## src/tap_consts.svh

```systemverilog
// constants of the four-pin test port and its debug hooks
// assumes inclusion by the package and both ends of the link
`ifndef TAP_CONSTS_SVH
`define TAP_CONSTS_SVH

// =====================================================
// instruction codes
`define IR_WIDTH          4
`define IR_CAPTURE_VALUE  4'h1
`define IR_DEFAULT        4'hF
`define IR_DEBUG_OP_A     4'h8
`define IR_DEBUG_OP_B     4'h9
`define IR_DEBUG_OP_C     4'hA
`define IR_DEBUG_OP_D     4'hB

// =====================================================
// data register layout
`define DR_WIDTH          8
`define BRK_FLOW_BIT      0
`define BRK_STEP_BIT      1
`define BRK_COMBO_LSB     2
`define BRK_COMBO_MSB     4
`define BRK_COMBO_LAST    3'h4
`define CHAN_ACCESS_BIT   0

// =====================================================
// cpu register map
`define REG_CTRL_OFS      2'h0
`define REG_CHAN_OFS      2'h1
`define CTRL_DISABLE_BIT  7
`define CTRL_RESET        8'h00
`define CHAN_RESET        8'h00

// =====================================================
// timing: host test clock half period in i_mclk cycles
`define TCK_HALF_CYC      5'h0C
`define RESET_TMS_ONES    5

`endif

```

## src/tap_pkg.sv

```systemverilog
// types shared by both ends of the test port link
// assumes tap_consts.svh on the include path
`include "tap_consts.svh"

package tap_pkg;

    typedef enum logic [15:0] {
        TLR        = 16'h0001,
        IDLE       = 16'h0002,
        SEL_DR     = 16'h0004,
        CAP_DR     = 16'h0008,
        SHIFT_DR   = 16'h0010,
        EXIT1_DR   = 16'h0020,
        PAUSE_DR   = 16'h0040,
        EXIT2_DR   = 16'h0080,
        UPD_DR     = 16'h0100,
        SEL_IR     = 16'h0200,
        CAP_IR     = 16'h0400,
        SHIFT_IR   = 16'h0800,
        EXIT1_IR   = 16'h1000,
        PAUSE_IR   = 16'h2000,
        EXIT2_IR   = 16'h4000,
        UPD_IR     = 16'h8000
    } tap_state_t;

    typedef enum logic [1:0] {
        CMD_RESET  = 2'h0,
        CMD_IR     = 2'h1,
        CMD_DR     = 2'h2
    } host_cmd_t;

    typedef enum logic [1:0] {
        H_IDLE     = 2'h1,
        H_RUN      = 2'h2
    } host_state_t;

endpackage : tap_pkg

```

## src/tap_link_if.sv

```systemverilog
// the four test port wires between debug controller and device
// assumes both ends run on the same i_mclk; the pull-up on the data-out line lives here
`timescale 1ns/1ps
`default_nettype none

interface tap_link_if;
    logic tck;
    logic tms;
    logic tdi;
    logic tdo_out;
    logic tdo_oe;
    logic pullup_en;
    wire  tdo;

    // released data-out line floats high through the board pull-up
    assign tdo = tdo_oe ? tdo_out : 1'b1;

    modport host (output tck, output tms, output tdi, input tdo);
    modport dev  (input tck, input tms, input tdi, output tdo_out, output tdo_oe, output pullup_en);
endinterface : tap_link_if

`default_nettype wire

```

## src/tap_device.sv

```systemverilog
// device end: tap state machine, instruction and data registers, debug hooks
// assumes tck/tms/tdi arrive asynchronously and are oversampled by i_mclk
// Function
// RULE1 - only four test pins, no reset pin
// RULE2 - fuse off: ordinary pins, machine held reset
// RULE3 - enabled port pulls test inputs high
// RULE4 - data-out released outside shift states
// RULE5 - far end pulls up data-out line
// RULE6 - sixteen states stepped by mode-select
// RULE7 - power-on reset starts Test-Logic-Reset
// RULE8 - least significant bit shifts first
// RULE9 - controller enters Shift-IR with 1,1,0,0
// RULE10 - last instruction bit taken leaving Shift-IR
// RULE11 - instruction capture shifts out 0x01
// RULE12 - instruction applied only in Update-IR
// RULE13 - 1,0,0 reaches Shift-DR, selected register
// RULE14 - captured parallel inputs shift out
// RULE15 - latched outputs change only in Update-DR; access flag also clears whenever debug is disabled
// RULE16 - five high mode-selects reach reset
// RULE17 - break unit: flow, step, four points
// RULE18 - debug needs both fuses, no locks
// RULE19 - opcodes 8 to B are debug ops
// RULE20 - cpu write sets dirty; read shows it
// RULE21 - debugger clears dirty after reading
// RULE22 - shared address reaches channel only when enabled
// RULE23 - data-out changes on falling test clock
// RULE24 - bypass cleared leaving Capture-DR
`timescale 1ns/1ps
`default_nettype none

module tap_device
    import tap_pkg::*;
(
    // clock and reset
    input  wire logic       i_mclk,
    input  wire logic       i_rst_b,
    // test port link
    tap_link_if.dev         link,
    // fuses and lock bits
    input  wire logic       i_port_enable_fuse,
    input  wire logic       i_debug_enable_fuse,
    input  wire logic [1:0] i_lock_bits,
    // data-out pin as ordinary port pin
    input  wire logic       i_pin_out,
    input  wire logic       i_pin_oe,
    // cpu register port
    input  wire logic [1:0] i_addr,
    input  wire logic [7:0] i_wdata,
    input  wire logic       i_wr,
    input  wire logic       i_rd,
    output logic      [7:0] o_rdata,
    // debug status
    output logic [3:0]      o_instr,
    output logic            o_port_active,
    output logic            o_debug_active,
    output logic            o_break_flow,
    output logic            o_break_step,
    output logic [2:0]      o_break_combo,
    output logic [3:0]      o_pin_in
);
    import tap_pkg::*;

    // =====================================================
    // next state of the test port machine
    function automatic tap_state_t tap_next(input tap_state_t s, input logic m);
        case (s)
            TLR:      tap_next = m ? TLR      : IDLE;
            IDLE:     tap_next = m ? SEL_DR   : IDLE;
            SEL_DR:   tap_next = m ? SEL_IR   : CAP_DR;
            CAP_DR:   tap_next = m ? EXIT1_DR : SHIFT_DR;
            SHIFT_DR: tap_next = m ? EXIT1_DR : SHIFT_DR;
            EXIT1_DR: tap_next = m ? UPD_DR   : PAUSE_DR;
            PAUSE_DR: tap_next = m ? EXIT2_DR : PAUSE_DR;
            EXIT2_DR: tap_next = m ? UPD_DR   : SHIFT_DR;
            UPD_DR:   tap_next = m ? SEL_DR   : IDLE;
            SEL_IR:   tap_next = m ? TLR      : CAP_IR;
            CAP_IR:   tap_next = m ? EXIT1_IR : SHIFT_IR;
            SHIFT_IR: tap_next = m ? EXIT1_IR : SHIFT_IR;
            EXIT1_IR: tap_next = m ? UPD_IR   : PAUSE_IR;
            PAUSE_IR: tap_next = m ? EXIT2_IR : PAUSE_IR;
            EXIT2_IR: tap_next = m ? UPD_IR   : SHIFT_IR;
            UPD_IR:   tap_next = m ? SEL_DR   : IDLE;
            default:  tap_next = TLR;
        endcase
    endfunction : tap_next

    // =====================================================
    // pin synchronisers; stage 1 feeds only stage 2
    logic [2:0] sync1_q;
    logic [2:0] sync2_q;
    logic       tck_prev_q;

    always_ff @(posedge i_mclk or negedge i_rst_b) begin
        if (!i_rst_b) begin
            // idle levels: clock low, pulled-up inputs high, so no false edge after reset
            sync1_q    <= 3'h3;
            sync2_q    <= 3'h3;
            tck_prev_q <= 1'b0;
        end else begin
            sync1_q    <= {link.tck, link.tms, link.tdi};
            sync2_q    <= sync1_q;
            tck_prev_q <= sync2_q[2];
        end
    end

    logic tck_s;
    logic tms_s;
    logic tdi_s;
    logic tck_rise;
    logic tck_fall;

    assign tck_s    = sync2_q[2];
    assign tms_s    = sync2_q[1];
    assign tdi_s    = sync2_q[0];
    assign tck_rise = tck_s & ~tck_prev_q;
    assign tck_fall = ~tck_s & tck_prev_q;

    // =====================================================
    // state
    tap_state_t state_q, state_d;
    logic [3:0] ir_sh_q, ir_sh_d, ir_q, ir_d;
    logic [7:0] dr_sh_q, dr_sh_d;
    logic [7:0] chan_q, chan_d, normal_q, normal_d, ctrl_q, ctrl_d, rdata_d;
    logic       dirty_q, dirty_d, access_q, access_d;
    logic       flow_q, flow_d, step_q, step_d;
    logic [2:0] combo_q, combo_d;
    logic       tdo_q, tdo_d, oe_q, oe_d, pull_q, pull_d;
    logic       port_en, dbg_en, sel_bypass, chan_hit;
    logic [3:0] pin_in_q;

    // =====================================================
    // next values
    always_comb begin
        // port enable needs the fuse and a clear disable bit
        port_en    = i_port_enable_fuse & ~ctrl_q[`CTRL_DISABLE_BIT];
        dbg_en     = port_en & i_debug_enable_fuse & ~(|i_lock_bits);          // RULE18
        sel_bypass = ~(dbg_en && ir_q >= `IR_DEBUG_OP_A && ir_q <= `IR_DEBUG_OP_D); // RULE19
        chan_hit   = (i_addr == `REG_CHAN_OFS) & i_debug_enable_fuse & access_q & dbg_en; // RULE22
        state_d    = state_q;
        ir_sh_d    = ir_sh_q;
        ir_d       = ir_q;
        dr_sh_d    = dr_sh_q;
        chan_d     = chan_q;
        normal_d   = normal_q;
        ctrl_d     = ctrl_q;
        dirty_d    = dirty_q;
        access_d   = access_q;
        flow_d     = flow_q;
        step_d     = step_q;
        combo_d    = combo_q;
        tdo_d      = tdo_q;
        oe_d       = oe_q;
        pull_d     = port_en;                                                  // RULE3
        rdata_d    = 8'h00;

        if (!port_en) begin
            state_d = TLR;                                                     // RULE2
            ir_d    = `IR_DEFAULT;
            tdo_d   = i_pin_out;
            oe_d    = i_pin_oe;
        end else begin
            if (tck_rise) begin
                state_d = tap_next(state_q, tms_s);                            // RULE6 RULE16
                case (state_q)
                    TLR:      ir_d    = `IR_DEFAULT;
                    CAP_IR:   ir_sh_d = `IR_CAPTURE_VALUE;                     // RULE11
                    SHIFT_IR: ir_sh_d = {tdi_s, ir_sh_q[3:1]};                 // RULE8 RULE10
                    UPD_IR:   ir_d    = ir_sh_q;                               // RULE12
                    CAP_DR: begin
                        case (sel_bypass ? 4'h0 : ir_q)                        // RULE14
                            `IR_DEBUG_OP_A: dr_sh_d = {dirty_q, chan_q[6:0]};
                            `IR_DEBUG_OP_B: dr_sh_d = {3'h0, combo_q, step_q, flow_q};
                            `IR_DEBUG_OP_C: dr_sh_d = {7'h00, access_q};
                            `IR_DEBUG_OP_D: dr_sh_d = {4'h0, i_lock_bits, i_debug_enable_fuse, dbg_en};
                            default:        dr_sh_d = 8'h00;                   // RULE24
                        endcase
                    end
                    SHIFT_DR: begin
                        if (sel_bypass) begin
                            dr_sh_d = {7'h00, tdi_s};
                        end else begin
                            dr_sh_d = {tdi_s, dr_sh_q[7:1]};                   // RULE8 RULE13
                        end
                    end
                    UPD_DR: begin
                        case (sel_bypass ? 4'h0 : ir_q)                        // RULE15
                            `IR_DEBUG_OP_A: dirty_d = 1'b0;                    // RULE21
                            `IR_DEBUG_OP_B: begin
                                flow_d = dr_sh_q[`BRK_FLOW_BIT];               // RULE17
                                step_d = dr_sh_q[`BRK_STEP_BIT];
                                if (dr_sh_q[`BRK_COMBO_MSB:`BRK_COMBO_LSB] <= `BRK_COMBO_LAST) begin
                                    combo_d = dr_sh_q[`BRK_COMBO_MSB:`BRK_COMBO_LSB];
                                end
                            end
                            `IR_DEBUG_OP_C: access_d = dr_sh_q[`CHAN_ACCESS_BIT];
                            default: ;
                        endcase
                    end
                    default: ;
                endcase
            end
            // drive out on the falling edge so the controller samples at the next rise
            if (tck_fall) begin                                                // RULE23
                oe_d  = (state_q == SHIFT_IR) || (state_q == SHIFT_DR);        // RULE4
                tdo_d = (state_q == SHIFT_IR) ? ir_sh_q[0] : dr_sh_q[0];
            end
        end
        if (!dbg_en) begin
            access_d = 1'b0;
        end

        // cpu side
        if (i_wr) begin
            if (i_addr == `REG_CTRL_OFS) begin
                ctrl_d = i_wdata & (8'h01 << `CTRL_DISABLE_BIT);
            end else if (chan_hit) begin
                chan_d  = i_wdata;
                dirty_d = 1'b1;                                                // RULE20
            end else if (i_addr == `REG_CHAN_OFS) begin
                normal_d = i_wdata;
            end
        end
        if (i_rd) begin
            if (i_addr == `REG_CTRL_OFS) begin
                rdata_d = ctrl_q;
            end else if (chan_hit) begin
                rdata_d = {dirty_q, chan_q[6:0]};                              // RULE20
            end else if (i_addr == `REG_CHAN_OFS) begin
                rdata_d = normal_q;
            end
        end
    end

    // =====================================================
    // registers
    always_ff @(posedge i_mclk or negedge i_rst_b) begin
        if (!i_rst_b) begin
            state_q  <= TLR;                                                   // RULE7
            ir_sh_q  <= 4'h0;
            ir_q     <= `IR_DEFAULT;
            dr_sh_q  <= 8'h00;
            chan_q   <= `CHAN_RESET;
            normal_q <= 8'h00;
            ctrl_q   <= `CTRL_RESET;
            dirty_q  <= 1'b0;
            access_q <= 1'b0;
            flow_q   <= 1'b0;
            step_q   <= 1'b0;
            combo_q  <= 3'h0;
            tdo_q    <= 1'b1;
            oe_q     <= 1'b0;
            pull_q   <= 1'b0;
            o_rdata  <= 8'h00;
            pin_in_q <= 4'h0;
        end else begin
            state_q  <= state_d;
            ir_sh_q  <= ir_sh_d;
            ir_q     <= ir_d;
            dr_sh_q  <= dr_sh_d;
            chan_q   <= chan_d;
            normal_q <= normal_d;
            ctrl_q   <= ctrl_d;
            dirty_q  <= dirty_d;
            access_q <= access_d;
            flow_q   <= flow_d;
            step_q   <= step_d;
            combo_q  <= combo_d;
            tdo_q    <= tdo_d;
            oe_q     <= oe_d;
            pull_q   <= pull_d;
            o_rdata  <= rdata_d;
            pin_in_q <= {tck_s, tms_s, tdi_s, 1'b0};
        end
    end

    // =====================================================
    // outputs; only four pins exist, no test reset input    // RULE1
    assign link.tdo_out   = tdo_q;
    assign link.tdo_oe    = oe_q;
    assign link.pullup_en = pull_q;
    assign o_instr        = ir_q;
    assign o_port_active  = pull_q;
    assign o_debug_active = access_q;
    assign o_break_flow   = flow_q;
    assign o_break_step   = step_q;
    assign o_break_combo  = combo_q;
    assign o_pin_in       = pin_in_q;

endmodule : tap_device

`default_nettype wire

```

## src/flat_wrapper.sv

```systemverilog
// flat-port wrapper written by rule: the top's interface ports become plain ports
module tap_device_flat import tap_pkg::*;
  (i_mclk, i_rst_b, i_port_enable_fuse, i_debug_enable_fuse, i_lock_bits, i_pin_out, i_pin_oe, i_addr, i_wdata, i_wr, i_rd, o_rdata, o_instr, o_port_active, o_debug_active, o_break_flow, o_break_step, o_break_combo, o_pin_in, link_tck, link_tms, link_tdi, link_tdo_out, link_tdo_oe, link_pullup_en);
  tap_link_if link_i ();
  input  wire logic i_mclk;
  input  wire logic i_rst_b;
  input  wire logic i_port_enable_fuse;
  input  wire logic i_debug_enable_fuse;
  input  wire logic [1:0] i_lock_bits;
  input  wire logic i_pin_out;
  input  wire logic i_pin_oe;
  input  wire logic [1:0] i_addr;
  input  wire logic [7:0] i_wdata;
  input  wire logic i_wr;
  input  wire logic i_rd;
  output logic      [7:0] o_rdata;
  output logic [3:0] o_instr;
  output logic o_port_active;
  output logic o_debug_active;
  output logic o_break_flow;
  output logic o_break_step;
  output logic [2:0] o_break_combo;
  output logic [3:0] o_pin_in;
  input wire logic [$bits(link_i.tck)-1:0] link_tck;
  input wire logic [$bits(link_i.tms)-1:0] link_tms;
  input wire logic [$bits(link_i.tdi)-1:0] link_tdi;
  output wire logic [$bits(link_i.tdo_out)-1:0] link_tdo_out;
  output wire logic [$bits(link_i.tdo_oe)-1:0] link_tdo_oe;
  output wire logic [$bits(link_i.pullup_en)-1:0] link_pullup_en;
  assign link_i.tck = link_tck;
  assign link_i.tms = link_tms;
  assign link_i.tdi = link_tdi;
  assign link_tdo_out = link_i.tdo_out;
  assign link_tdo_oe = link_i.tdo_oe;
  assign link_pullup_en = link_i.pullup_en;
  tap_device u_core (.i_mclk(i_mclk), .i_rst_b(i_rst_b), .link(link_i), .i_port_enable_fuse(i_port_enable_fuse), .i_debug_enable_fuse(i_debug_enable_fuse), .i_lock_bits(i_lock_bits), .i_pin_out(i_pin_out), .i_pin_oe(i_pin_oe), .i_addr(i_addr), .i_wdata(i_wdata), .i_wr(i_wr), .i_rd(i_rd), .o_rdata(o_rdata), .o_instr(o_instr), .o_port_active(o_port_active), .o_debug_active(o_debug_active), .o_break_flow(o_break_flow), .o_break_step(o_break_step), .o_break_combo(o_break_combo), .o_pin_in(o_pin_in));
endmodule
```

## config.mk

```make
export PLATFORM = sky130hd
export DESIGN_NAME = tap_device_flat
export DESIGN_NICKNAME = d
export VERILOG_FILES = /design/src/tap_pkg.sv /design/src/tap_link_if.sv /design/src/tap_device.sv /design/src/flat_wrapper.sv
export VERILOG_INCLUDE_DIRS = /design/src
export SDC_FILE = /design/constraint.sdc
export NUM_CORES = 1
export LEC_CHECK = 0
export BUFFER_PORTS_ARGS = -buffer_cell sky130_fd_sc_hd__buf_2
export CAP_MARGIN = 20
export CORE_MARGIN = 10
export CORE_UTILIZATION = 35
export DETAILED_ROUTE_END_ITERATION = 10
export PLACE_DENSITY = 0.58
export RECOVER_POWER = 25
export SLEW_MARGIN = 5
export SYNTH_ARGS = -nofsm -noshare
export SYNTH_HDL_FRONTEND = slang
export SYNTH_SLANG_ARGS = --single-unit
```

## constraint.sdc

```tcl
create_clock -name i_mclk -period 6.1 [get_ports i_mclk]
set_input_delay 1.22 -clock i_mclk [delete_from_list [all_inputs] [get_ports i_mclk]]
set_output_delay 1.22 -clock i_mclk [all_outputs]
set_load 0.005 [all_outputs]
```

==> impl_metrics.tcl <==
set metrics [dict create \
    worstPathMaxFanout 24 \
    p_leak_nw 1.95 \
    totalWireLength_mm 8.68 \
    r2r_start "u_core.ctrl_q[7]" \
    relSlewSlack 0.261 \
    finalPower_mw 1.01 \
    reg2reg_slack_ns 3.19 \
    globalRouteOverflowTotal 0 \
    ys.flop_type "dfrtp_1" \
    dieArea_um2 15300 \
    pwr-share-seq 0.523 \
    syn_nets 380 \
    hold_slack_ns 0.358 \
    p_switching_uw 267 \
    numPortBuffers 47 \
    synth_edf_count 0 \
    worstSkewPairLatency_ns 0.36 \
    dp_hpwl_mm 6.22 \
    areaGrowthSynthToFinish_pct 13.4 \
    clock-root-buffer "clkbuf_8" \
    htree_levels 3 \
    rows 37 \
    die_w_um 124 \
    swShare 0.263 \
    power.density_nw_per_um2 238 \
    postCtsSetupBuffers 0 \
    nets 415 \
    outcome "finished, final reports clean" \
    grt_pass1_vias 2790 \
    combPwrFrac 0.074 \
    syn_area_per_cell_um2 10.5 \
    cts.clk_slew.worst_paths_ns 0.08 \
    synth_area_um2 3750 \
    grtUsageTotal 0.118 \
    drc_errors 0 \
    drt_iter0_drc 258 \
    hold_viol_final 0 \
    cts-resized-gates 0 \
    finalSetupViolations 0 \
    wl_per_cell_um 16.3 \
    synth_cell_types 62 \
    n_fill_cell 1016 \
    clock_tree.buffer_depth 2 \
    fp.coreArea_um2 10400 \
    grt_max_degree 76 \
    final.setup.tns_ns 0 \
    min_period_ns 3.35 \
    hp-class "flip-flop to flip-flop" \
    ys_warn_count 0 \
    arrival_ns 3.59 \
    start_kind "input pin" \
    seq_area_frac_synth 0.504 \
    pwr-share-clk 0.403 \
    cts_tree "yes" \
    worst_pin_slew_ns 1.10 \
    path_class "input pin to flip-flop" \
    hold_buffers 0 \
    grt_pass1_wl_mm 14.4 \
    synth_seq_cells 75 \
    routabilityCongestion 0.921 \
    p_int_uw 747 \
    crit_start "i_port_enable_fuse" \
    cts_made_buffers 9 \
    endpoint "u_core.chan_q[0]" \
    endpoint_kind "flip-flop" \
    synthArstFlopShare 1.00 \
    yosys-top-cells-area "dfrtp_1 (43%), dfstp_2 (7.0%), mux2_2 (6.9%)" \
    n_antenna_cell 0 \
    layout-drive-gt1-share 0.264 \
    dr.pass1.iters 4 \
    start_util 0.362 \
    floorplan.die.height_um 124 \
    finalCritPeriodShare 0.550 \
    maxCapViolCount 0 \
    cts.sinks 75 \
    peakVddDrop_uv 124 \
    syn-instance-count 357 \
    slew_violations 0 \
    synth_top_area_frac 0.434 \
    yosys.area.top_type "dfrtp_1" \
    grt_antenna_before_repair 0 \
    routed_via_density 5.24 \
    worst_r2r_endpoint "u_core.chan_q[0]" \
    skew_ns 0.0102 \
    max_clock_freq_mhz 298 \
    rr_worst_depth 5 \
    grt_setup_unrepaired "no" \
    cp.required_ns 6.34 \
    vias 2794 \
    ant_nets 0 \
    io_pins 49 \
]
metrics by stage:
stage	instances	util	setup WS (ns)	cell area (um2)
detailed placement	517	0.390	2.38	4050
floorplan	357	-	3.14	3750
global route	533	0.410	2.53	4250
CTS	533	0.410	2.74	4260
global placement	517	0.390	2.49	4050
finish	533	0.410	2.75	4250
synthesized netlist by cell type (all sizes together) (2+ instances only):
cell,number
o21ai,13
nor2b,8
nor4,10
o22ai,3
buf,10
nand2,30
a22oi,8
nand2b,4
xor2,2
or4b,2
nor3,4
o31ai,3
and2,3
a31oi,3
mux2,23
nor3b,3
or3,5
and4b,2
nand4,8
a21oi,13
or2,2
o211ai,2
a22o,4
dfrtp,65
dfstp,10
o2111ai,2
a21o,2
nand3b,2
xnor2,4
nor4b,2
mux2i,14
and3,3
clkbuf,13
or4,6
nand3,7
nor2,36
o21a,2
inv,11
critical path: stages:
cell,delay (ns)
buf_2,0.07
nand2b_1,0.49
or3_1,0.77
inv_1,0.19
nand4b_1,0.41
mux2_2,0.43
layout by cell type, fill, tap and decap left out, drive strengths merged, types with 5 or more instances in the layout:
cell,count
clkbuf,10
or3,5
mux2,23
nor2b,8
dfstp,10
nand3,7
a21oi,13
or4,6
nand2,30
nor4,10
mux2i,14
a22oi,8
inv,14
dfrtp,65
o21ai,13
buf,46
nor2,36
nand4,8
flip-flops by register name, indices dropped and copies added (netlist names), 3 cells and up:
name / cells
u_core.state_q: 16
u_core.dr_sh_q: 8
u_core.normal_q: 8
u_core.o_rdata: 8
u_core.chan_q: 7
u_core.ir_sh_q: 4
u_core.o_instr: 4
u_core.o_break_combo: 3
u_core.o_pin_in: 3
u_core.sync1_q: 3
u_core.sync2_q: 3
logic make-up (layout without fill, tap and decap cells):
family,Yosys count,in the layout,share of synthesized area
xor+xnor,6,6,0.0140
flops,75,75,0.504
compound gates,64,64,0.115
other cells,1,1,0.00100
simple gates,140,140,0.218
mux,37,37,0.106
buf+inv,34,74,0.0410
area by class of cell:
class	instances	area (um2)	share of cell area
multi-input cells	248	1710	0.401
clock inverters	7	85.1	0.0200
inverters	11	41.3	0.00971
flip-flops and latches	75	1890	0.444
clock buffers	9	124	0.0291
well taps	136	170	0.0400
repair buffers	47	236	0.0556
routing by layer:
layer  track usage  vias up  wire length (um)  share of wire
met5             0        -                 0              0
met4        0.0546        0               130          0.015
met3        0.0305        8               414          0.048
met2         0.174       53              3960           0.46
met1         0.159     1381              4180           0.48
li1              -     1352                 -              -
worst min path at each step:
stage                            from                 to  slack [ns]  depth (start not counted)
finish              u_core.sync1_q[2]  u_core.sync2_q[2]        0.36                          0
global route        u_core.sync1_q[1]  u_core.sync2_q[1]        0.37                          0
CTS                 u_core.sync1_q[0]  u_core.sync2_q[0]        0.36                          0
detailed placement  u_core.sync1_q[2]  u_core.sync2_q[2]        0.34                          0
global placement    u_core.sync1_q[2]  u_core.sync2_q[2]        0.34                          0
floorplan           u_core.sync1_q[2]  u_core.sync2_q[2]        0.33                          0
power groups by stage:
| stage | Clock, mW | Sequential, mW | Combinational, mW |
|---|---|---|---|
| floorplan | 0 | 0.537 | 0.0447 |
| global placement | 0 | 0.540 | 0.0756 |
| detailed placement | 0 | 0.540 | 0.0769 |
| CTS | 0.421 | 0.531 | 0.0771 |
| global route | 0.445 | 0.533 | 0.0856 |
| finish | 0.409 | 0.530 | 0.0748 |
No activity file was read; power rests on OpenSTA's default activity.
